$ cat config.mk
export PLATFORM = sky130hd
export DESIGN_NAME = mocs_bank
export DESIGN_NICKNAME = d
export VERILOG_FILES = /design/src/verilog/mocs_pkg.sv /design/src/verilog/mocs_counter.sv /design/src/verilog/mocs_bank.sv
export VERILOG_INCLUDE_DIRS = /design/src /design/src/verilog
export SDC_FILE = /design/constraint.sdc
export NUM_CORES = 1
export LEC_CHECK = 0
export BUFFER_PORTS_ARGS = -buffer_cell sky130_fd_sc_hd__buf_2
export CAP_MARGIN = 0
export CORE_MARGIN = 2
export CORE_UTILIZATION = 35
export CTS_CLUSTER_DIAMETER = 200
export DETAILED_ROUTE_END_ITERATION = 7
export GPL_ROUTABILITY_DRIVEN = 0
export PLACE_DENSITY = 0.56
export SLEW_MARGIN = 20
export SYNTH_ARGS = -nofsm -noshare
export SYNTH_HDL_FRONTEND = slang
export SYNTH_SLANG_ARGS = --single-unit
$ cat constraint.sdc
create_clock -name ref_clk -period 11 [get_ports ref_clk]
set_input_delay 0.55 -clock ref_clk [delete_from_list [all_inputs] [get_ports ref_clk]]
set_output_delay 0.55 -clock ref_clk [all_outputs]
set_load 0.01 [all_outputs]
$ cat src/verilog/mocs_map.svh
// Offsets, field positions, reset values and thresholds of the statistics bank
`ifndef MOCS_MAP_SVH
`define MOCS_MAP_SVH
`define MOCS_OFF_RX_OCTETS 8'hA8
`define MOCS_OFF_TX_OCTETS 8'hD0
`define MOCS_OFF_ONE_COL 8'hF0
`define MOCS_CNT_RESET 32'h0000_0000
`define MOCS_THRESHOLD 32'hC000_0000
`define MOCS_MASK_RX_BIT 0
`define MOCS_MASK_TX_BIT 1
`define MOCS_MASK_COL_BIT 2
`define MOCS_VLAN_OCTETS 16'h0004
`endif

$ cat src/verilog/mocs_pkg.sv
// Types shared by the statistics bank files
package mocs_pkg;
   typedef logic [31:0] mocs_word_t;
   typedef logic [15:0] mocs_len_t;
   typedef logic [7:0] mocs_addr_t;
endpackage

$ cat src/verilog/mocs_counter.sv
// One 32-bit wrapping statistics counter with host load and threshold event
`timescale 1ns/1ps
`default_nettype none
`include "mocs_map.svh"
module mocs_counter
   import mocs_pkg::*;
(
   // Clock and reset
   input wire logic ref_clk,
   input wire logic arst_n,
   // Counting
   input wire logic cnt_en,
   input wire mocs_word_t cnt_add,
   // Host load
   input wire logic load_en,
   input wire mocs_word_t load_val,
   // State
   output logic [31:0] count_q,
   output logic hit_q
);
   mocs_word_t count_d;

   // Host write beats a coincident increment; sum wraps naturally
   always_comb
   begin
      count_d = count_q;
      if (load_en)
         count_d = load_val;
      else if (cnt_en)
         count_d = count_q + cnt_add;
   end

   // Counter and registered pulse when a count lands exactly on the threshold
   always_ff @(posedge ref_clk or negedge arst_n)
   begin
      if (!arst_n)
      begin
         count_q <= `MOCS_CNT_RESET;
         hit_q <= 1'b0;
      end
      else
      begin
         count_q <= count_d;
         // Only counting reaching the threshold raises it, not a load
         hit_q <= cnt_en && !load_en && (count_q != `MOCS_THRESHOLD)
                  && (count_d == `MOCS_THRESHOLD);
      end
   end
endmodule
`default_nettype wire

$ cat src/verilog/mocs_bank.sv
// Octet and single-collision statistics counter bank with host access
//
// Overview of operation
// - Add octets of every good received frame
// - Skip long, FCS, length, alignment, overrun frames
// - Add octets of every good transmitted frame
// - Count frames sent after exactly one collision
// - Counters are 32 bits and wrap
// - Octet counts include four VLAN tag octets
// - Reaching threshold sets statistics update event; the code needs a count to land exactly on it, not step past it
// - Count only if globally on and unmasked
`timescale 1ns/1ps
`default_nettype none
`include "mocs_map.svh"
module mocs_bank
   import mocs_pkg::*;
(
   // Clock and reset
   input wire logic ref_clk,
   input wire logic arst_n,
   // Host register port
   input wire mocs_pkg::mocs_addr_t host_addr,
   input wire logic host_wr,
   input wire logic host_rd,
   input wire mocs_pkg::mocs_word_t host_wdata,
   output logic [31:0] host_rdata_q,
   output logic host_rvalid_q,
   // Control bits from the MAC control and mask registers
   input wire logic counters_global_on,
   input wire logic [2:0] counter_disable_mask,
   // Receive frame status
   input wire logic rx_done,
   input wire mocs_pkg::mocs_len_t rx_len,
   input wire logic rx_vlan_stripped,
   input wire logic rx_too_long,
   input wire logic rx_fcs_err,
   input wire logic rx_len_err,
   input wire logic rx_align_err,
   input wire logic rx_overrun,
   // Transmit frame status
   input wire logic tx_done,
   input wire logic tx_ok,
   input wire mocs_pkg::mocs_len_t tx_len,
   input wire logic tx_vlan_inserted,
   input wire logic [4:0] tx_collisions,
   // Event toward the interrupt cause register
   output logic stats_rollover_event
);
   import mocs_pkg::*;

   // ------------------------------------------------------------
   // Frame qualification
   // ------------------------------------------------------------
   logic rx_good;
   logic tx_good;
   logic col_one;
   logic rx_en;
   logic tx_en;
   logic col_en;
   mocs_word_t rx_add;
   mocs_word_t tx_add;
   logic [31:0] rx_cnt;
   logic [31:0] tx_cnt;
   logic [31:0] col_cnt;
   logic rx_hit;
   logic tx_hit;
   logic col_hit;

   // Errored or overrun receive frames never reach the count
   assign rx_good = rx_done && !(rx_too_long || rx_fcs_err || rx_len_err
                    || rx_align_err || rx_overrun);
   assign tx_good = tx_done && tx_ok;
   assign col_one = tx_good && (tx_collisions == 5'h01);

   // Gating by global enable and per-counter mask
   assign rx_en = rx_good && counters_global_on
                  && !counter_disable_mask[`MOCS_MASK_RX_BIT];
   assign tx_en = tx_good && counters_global_on
                  && !counter_disable_mask[`MOCS_MASK_TX_BIT];
   assign col_en = col_one && counters_global_on
                   && !counter_disable_mask[`MOCS_MASK_COL_BIT];

   // A tag the MAC removed or added is still counted as on the wire
   // Sum is taken at full width so a long length plus the tag never wraps at 16 bits
   assign rx_add = {16'h0000, rx_len}
                   + (rx_vlan_stripped ? {16'h0000, `MOCS_VLAN_OCTETS} : 32'h0000_0000);
   assign tx_add = {16'h0000, tx_len}
                   + (tx_vlan_inserted ? {16'h0000, `MOCS_VLAN_OCTETS} : 32'h0000_0000);

   // ------------------------------------------------------------
   // Counters
   // ------------------------------------------------------------
   logic wr_rx;
   logic wr_tx;
   logic wr_col;
   assign wr_rx = host_wr && (host_addr == `MOCS_OFF_RX_OCTETS);
   assign wr_tx = host_wr && (host_addr == `MOCS_OFF_TX_OCTETS);
   assign wr_col = host_wr && (host_addr == `MOCS_OFF_ONE_COL);

   mocs_counter u_rx
   (
      .ref_clk(ref_clk),
      .arst_n(arst_n),
      .cnt_en(rx_en),
      .cnt_add(rx_add),
      .load_en(wr_rx),
      .load_val(host_wdata),
      .count_q(rx_cnt),
      .hit_q(rx_hit)
   );

   mocs_counter u_tx
   (
      .ref_clk(ref_clk),
      .arst_n(arst_n),
      .cnt_en(tx_en),
      .cnt_add(tx_add),
      .load_en(wr_tx),
      .load_val(host_wdata),
      .count_q(tx_cnt),
      .hit_q(tx_hit)
   );

   mocs_counter u_col
   (
      .ref_clk(ref_clk),
      .arst_n(arst_n),
      .cnt_en(col_en),
      .cnt_add(32'h0000_0001),
      .load_en(wr_col),
      .load_val(host_wdata),
      .count_q(col_cnt),
      .hit_q(col_hit)
   );

   // ------------------------------------------------------------
   // Event and read path
   // ------------------------------------------------------------
   // One-cycle pulse; the cause register outside holds it sticky
   always_ff @(posedge ref_clk or negedge arst_n)
   begin
      if (!arst_n)
         stats_rollover_event <= 1'b0;
      else
         stats_rollover_event <= rx_hit || tx_hit || col_hit;
   end

   // Read data one cycle after the strobe; unmapped reads give zero
   always_ff @(posedge ref_clk or negedge arst_n)
   begin
      if (!arst_n)
      begin
         host_rdata_q <= 32'h0000_0000;
         host_rvalid_q <= 1'b0;
      end
      else
      begin
         host_rvalid_q <= host_rd;
         if (host_rd)
         begin
            unique case (host_addr)
               `MOCS_OFF_RX_OCTETS: host_rdata_q <= rx_cnt;
               `MOCS_OFF_TX_OCTETS: host_rdata_q <= tx_cnt;
               `MOCS_OFF_ONE_COL: host_rdata_q <= col_cnt;
               default: host_rdata_q <= 32'h0000_0000;
            endcase
         end
      end
   end
endmodule
`default_nettype wire

==> reports/qor.yml, run 1 <==
outcome: "finished, final reports clean"
cts-buffers-inserted: 17
dominantRegCellSynth: "dfrtp_1"
synth.avg_cell_area_um2: 8.506
vias_per_cell: 5.631
cts_resized: 0
count_of_endpoints_failing_setup_in_the_final_report: 0
starting_utilization_of_the_core_area: 0.3561
clockPowerShare: 0.294
gr-usage-met3: 0.04104
relative_area_change_from_synthesis_to_final_layout_pct: 16.19
worst_setup_path_start_kind: "flop"
cts_h_tree_depth: 4
hold_slack_ns: 0.1658
route.vias.total: 8919
postSynthRegisterBits: 133
wirelength_mm: 30.77
top_level_ports: 129
mostFrequentLayoutCell: "nor2_1"
fin_util: 0.4137
max_freq_mhz: 221.0
cts_post_setup_buffers_inserted: 0
postSynthNetCount: 1288
synth_edf_count: 0
syn-cell-area_mm2: 0.009569
fp.dieW_um: 169.4
remaining_drc_errors: 0
drt_first_iter_violations: 813
antenna_left: 0
grt_busiest_layer: "met2"
core_area_mm2: 0.02688
gr-total-overflow: 0
hpwl_mm: 23.85
timing_worst_slew_pin_value_ns: 0.9420
post_cts_hold_buffer_count: 0
antenna_found_initial: 2
use_met2: 0.3437
power-per-cell-area_mw_per_mm2: 174.2
clkTransAtPathRegs_ns: 0.06
drt_first_pass_iters: 6
tritoncts: "yes"
power.static_leakage_nw: 4.840
pwr-share-seq: 0.342
p_switching_mw: 0.7327
timing.slew.headroom: 0.3686
place.port_buffers: 128
maxCapViolations: 0
critical_path_arrival_ns: 4.86
layout.cell_area.non_filler_mm2: 0.01112
final_net_count: 1394
setup_repair_after_global_routing_missed_its_margin: "no"
yosys.cell_types.count: 60
synth_largest_type_area_fraction: 0.3478
cpPeakStageDelay_ns: 0.51
postSynthCellCount: 1125
worstSetupEndpointType: "flop"
die_ar_mm2: 0.02868
synthesis.yosys.warnings: 0
worst_ir_drop_vdd_mv: 0.1025
critPathSlowestCell: "or4_1"
layout.cells.most_common_list: "135 x nor2_1, 133 x dfrtp_1, 127 x buf_2"
groute.layer.met1.usage: 0.3015
min-delay-path-class: "in -> async"
die-height_um: 169.4
sw_frac_of_total: 0.3783
critical_setup_path_kind: "reg -> reg"
vias_in_the_first_global_route: 8506
num_rows: 60
worst_ep_required_time_ns: 11.33
finalCritPeriodShare: 0.4113
final.setup_skew_ns: 0.01332
timing.setup.tns_ns: 0
cts_num_sinks: 133
hold_viol: 0
internal_power_mw: 1.204
timing.critical_path.fanout_max: 7
post-synth-top-area-cell: "dfrtp_1"
cp_top_family: "simple AND/OR/NAND/NOR gates"
worstSkewPairLatency_ns: 0.43
ys_top_cells_by_area: "dfrtp_1 35%, ha_1 8.4%, a21oi_1 6.3%"
seq_area_frac_synth: 0.3478
global_route_wire_length_before_repair_mm: 47.77
antenna_cells_inserted: 0
route.detailed.wl_per_inst_um: 19.42
critical_path_buf_inv_count: 1
clk_path_buf_depth: 2
grt_start_max_net_pins: 78
worstPathCellList: "inv_1, fa_1, fa_1, nor2b_1, o2111ai_1, a21oi_1, o31ai_4, a21boi_1, xnor2_1, o21ai_1, or4_1, or4_1, or4_1, nor4_1"
clock-root-buffer: "clkbuf_16"
total_power_after_layout_mw: 1.937
placed_cell_area_mm2: 0.01054
crit_path_frequent_cell: "or4_1"
layout-drive-gt1-share: 0.1730
p_comb_frac: 0.364
fin_crit_ns: 4.524
gr-usage-all-layers: 0.2162
asyncSetResetFlopFracSynth: 1.000
final_max_slew_viol_count: 0
## per-layer routing
layer | share of wire | vias up
li1 | - | 4270
met5 | 0.00088 | -
met2 | 0.46 | 325
met3 | 0.057 | 48
met1 | 0.46 | 4272
met4 | 0.022 | 4
## sequential cells by signal, indices dropped and copies added, names as in the netlist
register	cells
u_rx.hit_q	1
stats_rollover_event	1
host_rvalid_q	1
u_tx.hit_q	1
host_rdata_q	32
u_tx.count_q	32
u_rx.count_q	32
u_col.count_q	32
u_col.hit_q	1
## power groups by stage
stage	logic [mW]	clock network, mW	registers (mW)
2_1_floorplan	0.527	0	0.624
3_3_place_gp	0.696	0	0.670
3_5_place_dp	0.701	0	0.670
4_1_cts	0.705	0.577	0.662
5_1_grt	0.793	0.596	0.669
6_report	0.705	0.570	0.662
## stage by stage
step | cells | worst slack, ns
3_3_place_gp | 1553 | 6.373
2_1_floorplan | 1125 | 6.718
6_report | 1584 | 6.476
5_1_grt | 1584 | 6.046
4_1_cts | 1584 | 6.503
3_5_place_dp | 1553 | 6.312
## area by class of cell
class                           count  area, µm²
Fill cell                        2786      15760
Multi-Input combinational cell    902       5916
Timing Repair Buffer              139      729.5
Sequential cell                   133       3328
Clock inverter                     12      132.6
Clock buffer                       19      442.9
Tap cell                          341      426.7
Inverter                           38      142.6
## path summary, 6_finish.rpt
| check | startpoint | to | slack, ns | cells after the start |
|---|---|---|---|---|
| min in group ref_clk | host_wdata[3] | u_rx.count_q[3] | 0.39 | 3 |
| min reg2reg | u_col.hit_q | stats_rollover_event | 0.46 | 1 |
| min | arst_n | u_tx.count_q[30] | 0.17 | 1 |
| max reg2reg | u_rx.count_q[2] | u_rx.hit_q | 6.48 | 14 |
| max in group asynchronous | arst_n | u_col.count_q[20] | 9.58 | 2 |
| max | u_rx.count_q[2] | u_rx.hit_q | 6.48 | 14 |
## cell usage after synthesis, types with 13 or more instances
master,n
a21o_1,14
a21oi_1,121
a22oi_1,32
and3_1,13
clkbuf_1,47
dfrtp_1,133
ha_1,64
inv_1,38
mux2_2,31
nand2_1,97
nand3_1,37
nand4_1,28
nor2_1,137
nor3_1,16
nor4_1,28
o21ai_0,52
xnor2_1,49
xor2_1,36
## worst reg2reg max path, cell delays in order, from the launching register on
cell and delay [ns]:
dfrtp_1 0.42, inv_1 0.08, fa_1 0.49, fa_1 0.48
nor2b_1 0.18, o2111ai_1 0.24, a21oi_1 0.38, o31ai_4 0.13
a21boi_1 0.22, xnor2_1 0.15, o21ai_1 0.09, or4_1 0.51
or4_1 0.40, or4_1 0.40, nor4_1 0.26
## logic make-up after synthesis
logic type | Yosys count | share of synthesized area
XOR/XNOR | 85 | 0.07780
multiplexers | 44 | 0.05021
AND/OR/NAND/NOR | 424 | 0.2197
flip-flops | 133 | 0.3478
buffers and inverters | 90 | 0.03557
adder cells (fa/ha/maj) | 68 | 0.09205
AO/OA/AOI/OAI | 281 | 0.1769
Power figures use the tool's default switching activity.
==> run 2, diff against run 1 <==
==> constraint.sdc (replaced) <==
create_clock -name ref_clk -period 4.4 [get_ports ref_clk]
set_input_delay 0.22 -clock ref_clk [delete_from_list [all_inputs] [get_ports ref_clk]]
set_output_delay 0.22 -clock ref_clk [all_outputs]
set_load 0.01 [all_outputs]
==> run 2 against run 1 <==
Register-to-register slack got worse by 6.2 ns. Sequential share of layout area decreased by 0.80 points. Wire length increased by 2.3%. Fmax increased by 9.5%. Hold slack got worse by 0.10 ns. First-iteration DRC count decreased by 4.2%. Design area increased by 2.7%. Largest power group unchanged.
==> reports/qor.yml, run 2 (synthesis results as in run 1) <==
outcome: "finished, final reports clean"  # unchanged
critical_path_buf_inv_count: 1  # unchanged
count_of_endpoints_failing_setup_in_the_final_report: 0  # unchanged
hold_viol: 0  # unchanged
cpPeakStageDelay_ns: 0.48  # was 0.51 ns
clkTransAtPathRegs_ns: 0.06  # about the same
min-delay-path-class: "in -> reg"  # was in -> async
fp.dieW_um: 169.4  # unchanged
vias_in_the_first_global_route: 8567  # was 8,506
hpwl_mm: 24.44  # was 23.85 mm
worst_ir_drop_vdd_mv: 0.2828  # was 0.1025 mV
wirelength_mm: 31.48  # was 30.77 mm
antenna_cells_inserted: 0  # unchanged
fin_crit_ns: 4.131  # was 4.524 ns
tritoncts: "yes"  # unchanged
finalNonFillerCells: 1613  # was 1,584
timing_worst_slew_pin_value_ns: 0.9363  # was 0.9420 ns
worst_ep_required_time_ns: 4.73  # was 11.33 ns
cp_top_family: "simple AND/OR/NAND/NOR gates"  # unchanged
remaining_drc_errors: 0  # unchanged
maxCapViolations: 0  # unchanged
die-height_um: 169.4  # unchanged
hold_slack_ns: 0.06313  # was 0.1658 ns
multiInputGateArea_mm2: 0.005987  # was 0.005916 mm²
power.static_leakage_nw: 4.988  # was 4.840 nW
worstSetupEndpointType: "flop"  # unchanged
antenna_left: 0  # unchanged
mostFrequentLayoutCell: "nor2_1"  # unchanged
drt_first_iter_violations: 779  # was 813
relative_area_change_from_synthesis_to_final_layout_pct: 19.36  # was 16.19%
core_area_mm2: 0.02688  # unchanged
antenna_found_initial: 1  # was 2
grt_start_max_net_pins: 98  # was 78
layout-drive-gt1-share: 0.2005  # was 0.1730
num_rows: 60  # unchanged
timing.critical_path.fanout_max: 4  # was 7
setup_repair_after_global_routing_missed_its_margin: "no"  # unchanged
max_freq_mhz: 242.1  # was 221.0 MHz
gr-usage-all-layers: 0.2202  # was 0.2162
clk_path_buf_depth: 2  # unchanged
critical_setup_path_kind: "reg -> reg"  # unchanged
route.vias.total: 9066  # was 8,919
top_level_ports: 129  # unchanged
final_max_slew_viol_count: 0  # unchanged
finalCritPeriodShare: 0.9388  # was 0.4113
power-per-cell-area_mw_per_mm2: 439.0  # was 174.2 mW/mm²
cts-buffers-inserted: 17  # unchanged
timing.slew.headroom: 0.3758  # was 0.3686
cts_h_tree_depth: 4  # unchanged
drt_first_pass_iters: 5  # was 6
critical_path_arrival_ns: 4.46  # was 4.86 ns
global_route_wire_length_before_repair_mm: 48.42  # was 47.77 mm
worstPathCellList: "inv_1, fa_1, fa_2, nor2b_4, o2111ai_4, a21o_1, a21o_1, a31oi_1, o21ai_0, or2_2, nand4bb_1, or4_1, or4_1, nor4_2"  # was inv_1, fa_1, fa_1, nor2b_1, o2111ai_1, a21oi_1, o31ai_4, a21boi_1, xnor2_1, o21ai_1, or4_1, or4_1, or4_1, nor4_1
worstSkewPairLatency_ns: 0.43  # about the same
fillers: 2718  # was 2,786
regArea_mm2: 0.003328  # unchanged
vias_per_cell: 5.621  # was 5.631
die_ar_mm2: 0.02868  # unchanged
critPathSlowestCell: "or4_1"  # unchanged
clock-root-buffer: "clkbuf_16"  # unchanged
final_net_count: 1422  # was 1,394
layout.cells.most_common_list: "135 x nor2_1, 133 x dfrtp_1, 127 x buf_2"  # unchanged
route.detailed.wl_per_inst_um: 19.52  # was 19.42 µm
starting_utilization_of_the_core_area: 0.3561  # unchanged
final.setup_skew_ns: 0.008827  # was 0.01332 ns
total_power_after_layout_mw: 5.014  # was 1.937 mW
worst_setup_path_start_kind: "flop"  # unchanged
dp_cells: 1579  # was 1,553
gr-total-overflow: 0  # unchanged
cts_num_sinks: 133  # unchanged
place.port_buffers: 128  # unchanged
run 2: changes by cell type in the layout (fill, tap and decap cells not counted), moves of 2 or more:
cell,change
a21oi_2,+3
clkinv_4,-3
buf_4,+27
a21oi_1,-4
clkbuf_8,+2
clkinvlp_4,+3
run 2: per-stage QoR:
stage | TNS, ns | setup WS [ns] | area (µm²) | util
floorplan | 0 | 0.3297 | 9569 | -
global placement | 0 | 0.1161 | 10740 | 0.3995
detailed placement | -0.01118 | -0.01118 | 10740 | 0.3995
CTS | 0 | 0.02260 | 11350 | 0.4222
global route | 0 | 0.04452 | 11420 | 0.4250
finish | 0 | 0.2695 | 11420 | 0.4250
run 2: path summary, 6_finish.rpt:
kind                                 start                   end  slack, ns  cells after the start
min in group asynchronous           arst_n      u_tx.count_q[25]       0.46                      2
min reg2reg                    u_col.hit_q  stats_rollover_event       0.45                      1
max                        u_rx.count_q[2]            u_rx.hit_q       0.27                     14
max reg2reg                u_rx.count_q[2]            u_rx.hit_q       0.27                     14
min                          host_wdata[0]       u_tx.count_q[0]       0.06                      3
max in group asynchronous           arst_n      u_rx.count_q[12]       2.87                      3
run 2: report_power, final:
part | internal (mW) | leakage (nW) | switching [mW]
sequential | 1.39 | 1.74 | 0.234
combinational | 0.866 | 2.97 | 1.05
clock | 0.877 | 0.276 | 0.589
total | 3.14 | 4.99 | 1.88
run 2: worst reg2reg max path, delay by kind of cell, from the launching register on:
family | cells | cell delay, ns
buffers and inverters | 1 | 0.06
AND/OR/NAND/NOR | 6 | 1.83
flip-flops | 1 | 0.37
adder cells (fa/ha/maj) | 2 | 0.91
AO/OA/AOI/OAI | 5 | 0.84
run 2: repair_timing:
item                                    in CTS  in global routing
endpoints found under the setup margin       1                  1
hold buffers                                 1                  0
buffers inserted                             0                  1
pin swaps                                    0                  2
endpoints found under the hold margin       96                  0
resized for setup                            1                 14
run 2: metal layers:
metal,wire length [µm],vias up,track usage,part of all wire
li1,-,4334,-,-
met2,14450,323,0.3482,0.46
met3,1827,39,0.03731,0.058
met5,17,-,0,0.00054
met1,14520,4368,0.3125,0.46
met4,660,2,0.05760,0.021
run 2: final cells by class:
| type | instances | share of cell area |
|---|---|---|
| clock buffers | 20 | 0.04086 |
| clock inverters | 12 | 0.01128 |
| inverters | 38 | 0.01249 |
| multi-input cells | 902 | 0.5242 |
| flip-flops and latches | 133 | 0.2914 |
| well taps | 341 | 0.03735 |
| repair buffers | 167 | 0.08248 |
==> run 3, diff against run 2 <==
--- a/config.mk
+++ b/config.mk
@@ -13,7 +13,7 @@
 export CTS_CLUSTER_DIAMETER = 200
 export DETAILED_ROUTE_END_ITERATION = 7
 export GPL_ROUTABILITY_DRIVEN = 0
-export PLACE_DENSITY = 0.56
+export PLACE_DENSITY = 0.5
 export SLEW_MARGIN = 20
 export SYNTH_ARGS = -nofsm -noshare
 export SYNTH_HDL_FRONTEND = slang
==> run 3 against run 2 <==
Register-to-register slack worse by 0.07 ns. Critical path depth unchanged. Global-route usage up 0.90 points. Clock power up 3%. First-iteration DRC count down 20%. Flip-flop and latch count unchanged. Die area unchanged. Utilization about the same. Wire length up 2.9%. Worst setup slack worse by 0.069 ns. Design area about the same.
==> reports/qor.yml, run 3 (synthesis results as in run 1) <==
worst_ir_drop_vdd_mv: 0.1885  # was 0.2828 mV
die_ar_mm2: 0.02868  # unchanged
vias_per_cell: 5.490  # was 5.621
die-height_um: 169.4  # unchanged
relative_area_change_from_synthesis_to_final_layout_pct: 19.39  # was 19.36%
core_area_mm2: 0.02688  # unchanged
power.static_leakage_nw: 5.009  # was 4.988 nW
drt_first_iter_violations: 621  # was 779
cts_post_setup_buffers_inserted: 0  # unchanged
final_net_count: 1424  # was 1,422
maxCapViolations: 0  # unchanged
layout.cell_area.non_filler_mm2: 0.01142  # about the same
tritoncts: "yes"  # unchanged
global_route_wire_length_before_repair_mm: 50.25  # was 48.42 mm
critical_path_arrival_ns: 4.53  # was 4.46 ns
cts_num_sinks: 133  # unchanged
fin_crit_ns: 4.199  # was 4.131 ns
cts_h_tree_depth: 4  # unchanged
worstSetupEndpointType: "flop"  # unchanged
placed_cell_area_mm2: 0.01076  # was 0.01074 mm²
place.port_buffers: 128  # unchanged
dp_cells: 1582  # was 1,579
fin_util: 0.4251  # was 0.4250
antenna_cells_inserted: 0  # unchanged
mostFrequentLayoutCell: "nor2_1"  # unchanged
layout-drive-gt1-share: 0.1994  # was 0.2005
layout.cells.most_common_list: "135 x nor2_1, 133 x dfrtp_1, 127 x buf_2"  # unchanged
finalCritPeriodShare: 0.9544  # was 0.9388
final.setup_skew_ns: 0.01465  # was 0.008827 ns
wirelength_mm: 32.40  # was 31.48 mm
worst_ep_required_time_ns: 4.73  # about the same
worst_setup_path_start_kind: "flop"  # unchanged
final_max_slew_viol_count: 0  # unchanged
drt_first_pass_iters: 5  # unchanged
timing_worst_slew_pin_value_ns: 1.024  # was 0.9363 ns
fp.dieW_um: 169.4  # unchanged
route.detailed.wl_per_inst_um: 20.06  # was 19.52 µm
min-delay-path-class: "in -> reg"  # unchanged
vias_in_the_first_global_route: 8671  # was 8,567
crit_reg_reg_startpoint: "u_rx.count_q[2]"  # unchanged
hpwl_mm: 25.20  # was 24.44 mm
clk_path_buf_depth: 2  # unchanged
outcome: "finished, final reports clean"  # unchanged
crit_path_start: "u_rx.count_q[2]"  # unchanged
timing.critical_path.fanout_max: 7  # was 4
power-per-cell-area_mw_per_mm2: 446.7  # was 439.0 mW/mm²
top_level_ports: 129  # unchanged
grt_start_max_net_pins: 99  # was 98
worstSkewPairLatency_ns: 0.43  # about the same
count_of_endpoints_failing_setup_in_the_final_report: 0  # unchanged
hp-start: "host_wdata[0]"  # unchanged
starting_utilization_of_the_core_area: 0.3561  # unchanged
critical_setup_path_kind: "reg -> reg"  # unchanged
clkTransAtPathRegs_ns: 0.06  # about the same
clock-root-buffer: "clkbuf_16"  # unchanged
remaining_drc_errors: 0  # unchanged
antenna_left: 0  # unchanged
timing.slew.headroom: 0.3146  # was 0.3758
finalNonFillerCells: 1615  # was 1,613
gr-usage-all-layers: 0.2292  # was 0.2202
gr-total-overflow: 0  # unchanged
hold_viol: 0  # unchanged
antenna_found_initial: 2  # was 1
hold_slack_ns: 0.06627  # was 0.06313 ns
route.vias.total: 8866  # was 9,066
max_freq_mhz: 238.1  # was 242.1 MHz
cts-buffers-inserted: 17  # unchanged
num_rows: 60  # unchanged
## run 3: stage by stage
step                power, mW  setup TNS (ns)  worst slack [ns]
floorplan               2.877               0            0.3297
finish                  5.104               0            0.2008
global placement        3.582               0           0.09090
global route            5.434       -0.008447         -0.008447
detailed placement      3.593               0           0.02906
CTS                     5.113               0           0.04448
## run 3: timing repair
| action | in CTS | in global routing |
|---|---|---|
| gates resized for setup | 1 | 10 |
| hold buffers | 1 | 0 |
| pin swaps | 0 | 2 |
| endpoints found under the hold margin | 86 | 0 |
| endpoints found under the setup margin | 1 | 1 |
## run 3: final cells by class
cell class                 count  area [µm²]
sequential                   133        3328
fill                        2765       15450
clock buffer                  18       429.2
clock inverter                14       172.7
tap                          341       426.7
inverter                      38       142.6
timing repair buffer         169       957.2
multi-input combinational    902        5968
## run 3: per-layer routing
metal  track usage  part of all wire  up-vias
li1              -                 -     4341
met1        0.3165              0.47     4269
met2        0.3815              0.47      223
met3       0.03008             0.041       31
met4       0.05574             0.015        2
met5             0           0.00040        -
## run 3: final timing paths
| kind | cells past startpoint | end | slack, ns |
|---|---|---|---|
| worst min-delay path | 3 | u_rx.count_q[0] | 0.07 |
| max in group asynchronous | 3 | u_rx.count_q[30] | 2.86 |
| worst max register to register | 14 | u_rx.hit_q | 0.20 |
| worst min register to register | 1 | stats_rollover_event | 0.43 |
| worst max-delay path | 14 | u_rx.hit_q | 0.20 |
| min in group asynchronous | 2 | u_tx.count_q[25] | 0.49 |
## run 3: power by group
group / internal [mW] / total [mW] / switching [mW]
Clock: 0.898 / 1.52 / 0.620
Sequential: 1.39 / 1.62 / 0.226
Combinational: 0.891 / 1.97 / 1.08
Total: 3.18 / 5.10 / 1.92
## run 3: critical path: stages, from the launching register on
cell,delay (ns)
dfrtp_1,0.37
inv_1,0.06
fa_1,0.46
fa_2,0.43
nor2b_2,0.20
o2111ai_4,0.16
a21oi_2,0.25
o31ai_4,0.13
a21boi_1,0.19
xnor2_1,0.14
o21ai_1,0.11
or4_1,0.52
or4_1,0.39
or4_1,0.44
nor4_2,0.25
